## src/iocr_pkg.sv

```systemverilog
package iocr_pkg;

    localparam logic [5:0] IOCR_ADDR_FIRST = 6'h00;
    localparam logic [5:0] IOCR_ADDR_SECOND = 6'h01;

    // First register fields
    localparam int IOCR_F1_SINGLE_POS = 7;
    localparam int IOCR_F1_ALT_DRV_POS = 6;
    localparam int IOCR_F1_RX_WL_POS = 5;
    localparam int IOCR_F1_TX_WL_POS = 4;
    localparam int IOCR_F1_XTAL_POS = 3;
    localparam int IOCR_F1_DIV_HI_POS = 2;
    localparam int IOCR_F1_DIV_LO_POS = 1;
    localparam int IOCR_F1_LF_OFF_POS = 0;
    localparam logic [7:0] IOCR_F1_RESET = 8'h08;
    localparam logic [7:0] IOCR_F1_MASK = 8'hff;

    // Second register fields
    localparam int IOCR_F2_SUPPLY_POS = 7;
    localparam int IOCR_F2_VREG_OFF_POS = 6;
    localparam int IOCR_F2_PD_SEL_POS = 4;
    localparam int IOCR_F2_PD_IDLE_POS = 3;
    localparam int IOCR_F2_DRIVE_POS = 2;
    localparam int IOCR_F2_SLOW_POS = 0;
    localparam logic [7:0] IOCR_F2_RESET = 8'h00;
    localparam logic [7:0] IOCR_F2_MASK = 8'hdd;

    // Water levels in bytes
    localparam logic [6:0] IOCR_RX_WL_LOW = 7'h40;
    localparam logic [6:0] IOCR_RX_WL_HIGH = 7'h50;
    localparam logic [6:0] IOCR_TX_WL_LOW = 7'h20;
    localparam logic [6:0] IOCR_TX_WL_HIGH = 7'h10;

    // Clock output selection codes
    localparam logic [1:0] IOCR_CLK_DIV4 = 2'h0;
    localparam logic [1:0] IOCR_CLK_DIV2 = 2'h1;
    localparam logic [1:0] IOCR_CLK_DIV1 = 2'h2;
    localparam logic [1:0] IOCR_CLK_OFF = 2'h3;

    // Slow transmitter ramp, least rise time
    localparam int IOCR_CLK_MHZ = 50;
    localparam int IOCR_SLOW_RAMP_US = 10;
    localparam int IOCR_SLOW_RAMP_CYC = IOCR_SLOW_RAMP_US * IOCR_CLK_MHZ;

    typedef struct packed {
        logic single_ended;
        logic alt_driver_select;
        logic rx_water_level_sel;
        logic tx_water_level_sel;
        logic xtal_27m;
        logic clkout_div_hi;
        logic clkout_div_lo;
        logic lowfreq_clkout_disable;
    } iocr_first_type;

    typedef struct packed {
        logic supply_range_sel;
        logic vreg_off;
        logic unused5;
        logic sdo_pulldown_selected;
        logic sdo_pulldown_idle;
        logic sdo_strong_drive;
        logic unused1;
        logic tx_slow_ramp;
    } iocr_second_type;

    typedef struct packed {
        logic [5:0] addr;
        logic [7:0] wdata;
        logic wr;
        logic rd;
    } iocr_bus_type;

endpackage

```

## src/iocr_top.sv

```systemverilog
// Operation
// RL1 - Both registers take their defaults only at power-up, nothing else restores them.
// RL2 - First register bit 7 set picks one antenna driver, clear picks differential drive.
// RL3 - First register bit 6 picks the first or second driver and receive input pair.
// RL4 - First register bit 5 sets the receive water level to 64 or 80 bytes.
// RL5 - First register bit 4 sets the transmit water level to 32 or 16 bytes.
// RL6 - First register bit 3, default 1, selects a 13.56 or 27.12 MHz crystal.
// RL7 - With the crystal running, bits 2:1 give 3.39, 6.78 or 13.56 MHz on the clock output.
// RL8 - Code 11 in bits 2:1 holds the clock output low.
// RL9 - With the crystal stopped and output enabled, the 32 kHz clock shows unless bit 0 is set.
// RL10 - Second register bit 7 selects the 5 V range when clear and 3.3 V when set.
// RL11 - Second register bit 6 set turns the digital supply regulator off.
// RL12 - Second register bit 4 pulls the serial output down while selected and not driven.
// RL13 - Second register bit 3 pulls the serial output down while not selected.
// RL14 - Second register bit 2 raises the serial output drive strength.
// RL15 - Second register bit 0 makes the transmitter ramp up over at least 10 us.
// RL16 - Unused bits read as zero and ignore writes.
//
// Strobed register access is this design's own decision.
`timescale 1ns/1ps
`default_nettype none
module iocr_top
    import iocr_pkg::*;
(
    input wire logic clk_i,                     // 50 MHz system clock
    input wire logic reset_n_i,                 // Power-up reset, async, active low
    input wire logic [5:0] addr_i,              // Register address
    input wire logic [7:0] wdata_i,             // Write data
    input wire logic wr_i,                      // Write strobe
    input wire logic rd_i,                      // Read strobe
    output logic [7:0] rdata_o,                 // Read data, cycle after rd_i
    input wire logic xtal_running_i,            // Crystal oscillator running (pin domain)
    input wire logic xtal_clk_i,                // Crystal-derived clock at the fastest output rate, as a level
    input wire logic lf_clk_i,                  // 32 kHz low-frequency clock level
    input wire logic sel_n_i,                   // Serial select pin, active low
    input wire logic sdo_oe_i,                  // Serial output driven by the device
    input wire logic tx_on_i,                   // Transmitter turned on
    output logic single_ended_o,                // One antenna driver
    output logic alt_driver_select_o,           // Second driver pair
    output logic [6:0] rx_water_level_o,        // Receive water level in bytes
    output logic [6:0] tx_water_level_o,        // Transmit water level in bytes
    output logic xtal_27m_o,                    // 27.12 MHz crystal selected
    output logic [1:0] clkout_sel_o,            // Divider select for clock output
    output logic clkout_o,                      // Microcontroller clock output
    output logic supply_range_sel_o,            // 3.3 V range
    output logic vreg_off_o,                    // Digital regulator off
    output logic sdo_pulldown_o,                // Serial output pull-down active
    output logic sdo_strong_drive_o,            // Raised serial output drive
    output logic tx_ramp_active_o               // Slow ramp in progress
);

    ////////////////////////////////////////////////////////////////////////////
    // Register file

    iocr_bus_type bus;
    iocr_first_type first_q;
    iocr_second_type second_q;
    logic [7:0] rdata_q;

    assign bus = '{addr: addr_i, wdata: wdata_i, wr: wr_i, rd: rd_i};

    function automatic logic [7:0] read_mux(input logic [5:0] a, input logic [7:0] r1,
                                            input logic [7:0] r2);
        if (a == IOCR_ADDR_FIRST) begin
            return r1;
        end else if (a == IOCR_ADDR_SECOND) begin
            return r2 & IOCR_F2_MASK; // RL16
        end
        return 8'h00;
    endfunction

    // Only the power-up reset loads defaults
    always_ff @(posedge clk_i or negedge reset_n_i) begin
        if (!reset_n_i) begin
            first_q <= IOCR_F1_RESET; // RL1
        end else if (bus.wr && bus.addr == IOCR_ADDR_FIRST) begin
            first_q <= bus.wdata & IOCR_F1_MASK;
        end
    end

    always_ff @(posedge clk_i or negedge reset_n_i) begin
        if (!reset_n_i) begin
            second_q <= IOCR_F2_RESET; // RL1
        end else if (bus.wr && bus.addr == IOCR_ADDR_SECOND) begin
            second_q <= bus.wdata & IOCR_F2_MASK; // RL16
        end
    end

    // Unmapped addresses read zero
    always_ff @(posedge clk_i or negedge reset_n_i) begin
        if (!reset_n_i) begin
            rdata_q <= 8'h00;
        end else if (bus.rd) begin
            rdata_q <= read_mux(bus.addr, first_q, second_q);
        end else begin
            rdata_q <= 8'h00;
        end
    end

    assign rdata_o = rdata_q;

    ////////////////////////////////////////////////////////////////////////////
    // Pin synchronisers, three stages, change taken when stages two and three agree

    localparam int NSYNC = 6;
    // Stages reset to the pins' idle levels, so no false select edge follows reset
    localparam logic [NSYNC-1:0] PIN_IDLE = {{(NSYNC-3){1'b0}}, 1'b1, 2'b00};
    logic [NSYNC-1:0] pin_raw;
    logic [NSYNC-1:0] s1_q, s2_q, s3_q, pin_q;

    assign pin_raw = {xtal_running_i, xtal_clk_i, lf_clk_i, sel_n_i, sdo_oe_i, tx_on_i};

    always_ff @(posedge clk_i or negedge reset_n_i) begin
        if (!reset_n_i) begin
            s1_q <= PIN_IDLE;
            s2_q <= PIN_IDLE;
            s3_q <= PIN_IDLE;
            pin_q <= PIN_IDLE;
        end else begin
            s1_q <= pin_raw;
            s2_q <= s1_q;
            s3_q <= s2_q;
            for (int i = 0; i < NSYNC; i++) begin
                if (s2_q[i] == s3_q[i]) begin
                    pin_q[i] <= s3_q[i];
                end
            end
        end
    end

    logic xtal_run, xtal_clk, lf_clk, sel_n, sdo_oe, tx_on;
    assign {xtal_run, xtal_clk, lf_clk, sel_n, sdo_oe, tx_on} = pin_q;

    ////////////////////////////////////////////////////////////////////////////
    // Clock output divider from the crystal-derived level

    logic xclk_d1_q;
    logic [1:0] div_q;
    logic clkout_q;

    always_ff @(posedge clk_i or negedge reset_n_i) begin
        if (!reset_n_i) begin
            xclk_d1_q <= 1'b0;
            div_q <= 2'h0;
        end else begin
            xclk_d1_q <= xtal_clk;
            if (xtal_clk && !xclk_d1_q) begin
                div_q <= div_q + 2'h1;
            end
        end
    end

    // Input level is already the fastest rate; divider halves it per step
    function automatic logic pick_clk(input logic [1:0] sel, input logic x,
                                      input logic [1:0] d);
        unique case (sel)
            IOCR_CLK_DIV1: return x;
            IOCR_CLK_DIV2: return d[0];
            IOCR_CLK_DIV4: return d[1];
            IOCR_CLK_OFF:  return 1'b0;
        endcase
        return 1'b0;
    endfunction

    always_ff @(posedge clk_i or negedge reset_n_i) begin
        if (!reset_n_i) begin
            clkout_q <= 1'b0;
        end else if ({first_q.clkout_div_hi, first_q.clkout_div_lo} == IOCR_CLK_OFF) begin
            clkout_q <= 1'b0; // RL8
        end else if (xtal_run) begin
            clkout_q <= pick_clk({first_q.clkout_div_hi, first_q.clkout_div_lo},
                                 xtal_clk, div_q); // RL7
        end else begin
            clkout_q <= lf_clk & ~first_q.lowfreq_clkout_disable; // RL9
        end
    end

    ////////////////////////////////////////////////////////////////////////////
    // Serial output pad control and transmitter ramp

    logic pd_q;

    always_ff @(posedge clk_i or negedge reset_n_i) begin
        if (!reset_n_i) begin
            pd_q <= 1'b0;
        end else begin
            pd_q <= (sel_n && second_q.sdo_pulldown_idle) // RL13
                 || (!sel_n && !sdo_oe && second_q.sdo_pulldown_selected); // RL12
        end
    end

    // Counter runs the whole least rise time; a turn-off aborts it
    logic [$clog2(IOCR_SLOW_RAMP_CYC+1)-1:0] ramp_cnt_q;
    logic tx_on_d1_q;
    logic ramp_q;

    always_ff @(posedge clk_i or negedge reset_n_i) begin
        if (!reset_n_i) begin
            tx_on_d1_q <= 1'b0;
            ramp_cnt_q <= '0;
            ramp_q <= 1'b0;
        end else begin
            tx_on_d1_q <= tx_on;
            if (!tx_on) begin
                ramp_cnt_q <= '0;
                ramp_q <= 1'b0;
            end else if (!tx_on_d1_q && second_q.tx_slow_ramp) begin
                ramp_cnt_q <= ($bits(ramp_cnt_q))'(IOCR_SLOW_RAMP_CYC - 1); // RL15
                ramp_q <= 1'b1;
            end else if (ramp_cnt_q != '0) begin
                ramp_cnt_q <= ramp_cnt_q - 1'b1;
            end else begin
                ramp_q <= 1'b0;
            end
        end
    end

    ////////////////////////////////////////////////////////////////////////////
    // Registered configuration outputs

    logic [6:0] rx_wl_q, tx_wl_q;
    logic [1:0] csel_q;
    logic single_q, alt_q, x27_q, sup_q, vreg_q, drive_q;

    always_ff @(posedge clk_i or negedge reset_n_i) begin
        if (!reset_n_i) begin
            single_q <= 1'b0;
            alt_q <= 1'b0;
            rx_wl_q <= IOCR_RX_WL_LOW;
            tx_wl_q <= IOCR_TX_WL_LOW;
            x27_q <= IOCR_F1_RESET[IOCR_F1_XTAL_POS];
            csel_q <= IOCR_CLK_DIV4;
            sup_q <= 1'b0;
            vreg_q <= 1'b0;
            drive_q <= 1'b0;
        end else begin
            single_q <= first_q.single_ended; // RL2
            alt_q <= first_q.alt_driver_select; // RL3
            rx_wl_q <= first_q.rx_water_level_sel ? IOCR_RX_WL_HIGH : IOCR_RX_WL_LOW; // RL4
            tx_wl_q <= first_q.tx_water_level_sel ? IOCR_TX_WL_HIGH : IOCR_TX_WL_LOW; // RL5
            x27_q <= first_q.xtal_27m; // RL6
            csel_q <= {first_q.clkout_div_hi, first_q.clkout_div_lo}; // RL7
            sup_q <= second_q.supply_range_sel; // RL10
            vreg_q <= second_q.vreg_off; // RL11
            drive_q <= second_q.sdo_strong_drive; // RL14
        end
    end

    assign single_ended_o = single_q;
    assign alt_driver_select_o = alt_q;
    assign rx_water_level_o = rx_wl_q;
    assign tx_water_level_o = tx_wl_q;
    assign xtal_27m_o = x27_q;
    assign clkout_sel_o = csel_q;
    assign clkout_o = clkout_q;
    assign supply_range_sel_o = sup_q;
    assign vreg_off_o = vreg_q;
    assign sdo_pulldown_o = pd_q;
    assign sdo_strong_drive_o = drive_q;
    assign tx_ramp_active_o = ramp_q;

endmodule
`default_nettype wire

```

## config.mk

```make
export PLATFORM = sky130hd
export DESIGN_NAME = iocr_top
export DESIGN_NICKNAME = d
export VERILOG_FILES = /design/src/iocr_pkg.sv /design/src/iocr_top.sv
export SDC_FILE = /design/constraint.sdc
export NUM_CORES = 1
export LEC_CHECK = 0
export BUFFER_PORTS_ARGS = -buffer_cell sky130_fd_sc_hd__buf_2
export CORE_MARGIN = 10
export CORE_UTILIZATION = 45
export CTS_CLUSTER_DIAMETER = 200
export DETAILED_ROUTE_END_ITERATION = 16
export PLACE_DENSITY = 0.78
export SYNTH_ARGS = -nofsm -noshare
export SYNTH_HDL_FRONTEND = slang
export SYNTH_SLANG_ARGS = --single-unit
```

## constraint.sdc

```tcl
create_clock -name clk_i -period 1.8 [get_ports clk_i]
set_input_delay 0.27 -clock clk_i [delete_from_list [all_inputs] [get_ports clk_i]]
set_output_delay 0.27 -clock clk_i [all_outputs]
set_load 0.01 [all_outputs]
```

==> results.md <==
Run status:
- The flow ran to the end, and the final reports show no timing, DRC or antenna violations.

Worst hold path:
- In this run the worst hold path is classified as input port to flip-flop.

Floorplan:
- The placeable core region is 0.00585 mm².
- Row generation in the floorplan step produced 28 rows.
- The die is 97.2 µm wide.
- The die covers 0.00946 mm².
- During I/O placement, the number of pins put on the boundary was 57.
- The floorplan step set the die height to 97.2 µm.
- Once the floorplan was initialized, standard cells occupied 45.9% of the core.

Synthesis:
- In the synthesized netlist, the number of instances is 195.
- The synthesized area divided by synthesized cell count is 13.8 µm².
- After synthesis, flip-flops and latches occupy 68.4% of the total area.
- Among all cell types in the netlist, the one instantiated most often is dfrtp_1.
- The number of distinct standard cells referenced by the synthesized netlist is 42.
- Summed over all instances, the cell type with the most area after synthesis is dfrtp_1.
- The area share of the leading cell type in the synthesized netlist is 61.5%.
- In the synthesized netlist, the cells that appear most often are 66 x dfrtp_1, 16 x nor2_1, 14 x mux2_2.
- The count of state elements after synthesis is 73.
- In this run, synthesis inferred 0 flip-flops with an integrated enable.
- For this run, the number of Yosys warnings is 0.
- The commonest register cell after synthesis is dfrtp_1.
- Counting flops with an async set or reset pin after synthesis yields a share of 100%.
- The synthesized netlist occupies a cell area of 0.00269 mm².
- In the post-synthesis netlist, the biggest area contributors are dfrtp_1 62%, dfstp_2 6.8%, mux2_2 5.9%.

Timing:
- The worst relative slew slack is 62.9%.
- For the pin with the worst max-slew slack, the measured transition is 0.557 ns.
- Based on the critical path, the design can be clocked at up to 589 MHz.
- The worst path setup slack after routing is 0.102 ns.
- Setup violations remaining at the end of the flow were counted as 0.
- The final count of hold timing violations was 0.
- Setup repair after global routing left no endpoint under its margin.
- Across the routed clock network, the largest skew measured is 0.0109 ns.
- The clock period minus final worst setup slack is 1.70 ns.
- In the finished design, the share of the clock period the worst path needs comes to 94.4%.
- After routing, the total negative slack on setup checks comes to 0 ns.
- The number of pins with negative max-slew slack in the final report is 0.

Critical path:
- STA classifies the critical path startpoint as a flip-flop.
- The startpoint-to-endpoint class of the critical path is flip-flop to flip-flop.
- Data on the critical path arrives at its endpoint at 1.90 ns.
- The sort of element at the end of the critical path is a flip-flop.
- At the worst endpoint, the required time is 2.01 ns.
- Along the worst path, the maximum fanout reaches 5.

Global routing:
- Global routing finished with a remaining overflow of 0.
- The number of antenna violations at the first check in global routing is 0.
- The total track usage is 11.0%.
- Entering global routing, the biggest net connects 27 pins.
- The first global-routing pass estimated 8.39 mm of wire.
- The via count of the first global-routing pass is 1768.

Clock tree:
- Clock-pin slew was measured on the worst setup and hold paths at 0.07 ns.
- The number of clock buffers added by TritonCTS is 9.
- TritonCTS built the clock tree.
- The number of sinks on the clock net is 73.
- The post-CTS setup repair buffer count is 0.
- The clock latency reported for the late side of the worst-skew pair is 0.34 ns.
- The tree is rooted in a clkbuf_8.
- The clock passes through at most 2 buffers.
- The CTS H-tree depth is 3.

Detailed routing:
- The first TritonRoute pass finished after 4 iterations.
- For this block, the via count after detailed routing is 1627.
- The detailed router's first-iteration violation count is 88.
- In the routed design, unresolved DRC markers number 0.
- Once detail routing completed, the nets flagged for antenna violations numbered 0.
- The final wirelength is 4.92 mm.
- In the detailed route, the total length drawn on met2 is 2.23 mm.
- Dividing the detail-routed wire length by the instance count gives 14.8 µm.
- In the detailed route, the total length drawn on met3 is 436 µm.
- After detailed routing, the number of vias per cell comes to 4.90.
- The sum of routed wire segments on met1 is 2.16 mm.
- Routed signal wires occupy layers up through met4.

Power:
- The reported leakage power is 1.54 nW.
- The power density normalized to cell area is 1220 mW/mm².
- IR analysis of the VDD net gives a maximum drop of 0.538 mV.

Placed design:
- Including well taps, the total number of placed cells is 315.
- The placer congestion estimate is 0.884.
- Port buffering added 45 buffers.
- The detailed-placement wirelength estimate is 3.64 mm.
- Timing analysis after detailed placement gives a worst setup slack of 0.0604 ns.

Final layout:
- The net count reported at finish is 277.
- Cells fill 54.5% of the core in the end.
- The antenna diode count is 0.
- Excluding fillers, the count of instances in the completed layout stands at 332.
- The area growth from synthesis to layout is 18.7%.
- The post-route netlist has 35.8% of its cells at a drive strength greater than 1.

Flow run:
- Max-cap violations in this run came to 0.
-- kinds of logic (layout without fill, tap and decap cells) --
kind of cell | count (synthesis) | after routing | share of synthesized area [%]
buffers and inverters | 18 | 71 | 4.10
adders and majority gates | 7 | 7 | 2.70
xor gates and xnor gates | 4 | 4 | 1.30
and+or+nand+nor | 53 | 53 | 11.6
DFF | 73 | 73 | 68.4
AOI/OAI and AO/OA | 24 | 24 | 5.82
muxes | 14 | 14 | 5.87
other | 2 | 11 | 0.280
-- power by group --
group          switching [mW]  total [mW]  leakage (nW)  internal, mW
registers               0.165        2.03         0.915          1.86
logic                   0.387       0.748         0.547         0.361
clock network           0.573        1.11        0.0813         0.532
total                    1.13        3.88          1.54          2.76
-- cell usage in the layout (no fill, tap or decap), types with 3 or more instances in the layout --
cell type   count
dfrtp_1        66
buf_2          45
nor2_1         16
mux2_2         14
conb_1         11
clkbuf_8       10
nand2_1         8
dfstp_2         7
maj3_1          6
inv_1           5
a211oi_1        5
o21ai_0         4
a21oi_1         4
xnor2_1         4
nor3_1          3
nand3_1         3
nand2b_1        3
clkinvlp_4      3
-- area by class of cell --
class	instances	area, µm²
well taps	75	93.8
flip-flops and latches	73	1840
clock inverters	5	32.5
clock buffers	11	141
fillers	496	2660
inverters	5	18.8
repair buffers	50	290
multi-input cells	113	776
-- timing repair --
action / 4_1_cts / 5_1_grt
hold buffers: 1 / 0
setup endpoints to repair: 0 / 5
gates resized for setup: 0 / 2
hold endpoints to repair: 21 / 0
-- worst paths after layout --
path / start / to / slack, ns / cells after the start
max: ramp_cnt_q[1] / ramp_cnt_q[0] / 0.10 / 6
min in group asynchronous: reset_n_i / rdata_o[3] / 0.45 / 2
max reg2reg: ramp_cnt_q[1] / ramp_cnt_q[0] / 0.10 / 6
min: sel_n_i / s1_q[2] / 0.02 / 1
max in group asynchronous: reset_n_i / tx_water_level_o[5] / 0.75 / 3
min reg2reg: s1_q[0] / s2_q[0] / 0.35 / 0
-- stage by stage --
stage | hold WS [ns] | total power, mW | instance area [µm²]
floorplan | -0.0256 | 2.57 | 2720
global placement | 0.286 | 2.76 | 3000
detailed placement | 0.294 | 2.80 | 3000
CTS | 0.00287 | 3.92 | 3190
global route | 0.00157 | 4.12 | 3190
finish | 0.0229 | 3.88 | 3190
-- flip-flops by register name (all words and copies together) (netlist names), 2 cells and up --
signal            flops
ramp_cnt_q            9
first_q               8
rdata_o               8
pin_q                 6
s1_q                  6
s2_q                  6
s3_q                  6
second_q              6
clkout_sel_o          2
div_q                 2
tx_water_level_o      2
-- worst max-delay path, stage by stage (launching register included) --
cell,delay [ns]
dfrtp_1,0.43
inv_1,0.09
ha_2,0.19
or4b_4,0.48
nor3_4,0.16
xnor2_1,0.15
a21boi_1,0.08
-- metal layers --
| layer | vias up | global-route usage (%) |
|---|---|---|
| met4 | 0 | 6.04 |
| li1 | 770 | - |
| met3 | 8 | 5.19 |
| met5 | - | 0 |
| met1 | 793 | 12.9 |
| met2 | 56 | 16.2 |
(Power assumes the default switching activity.)
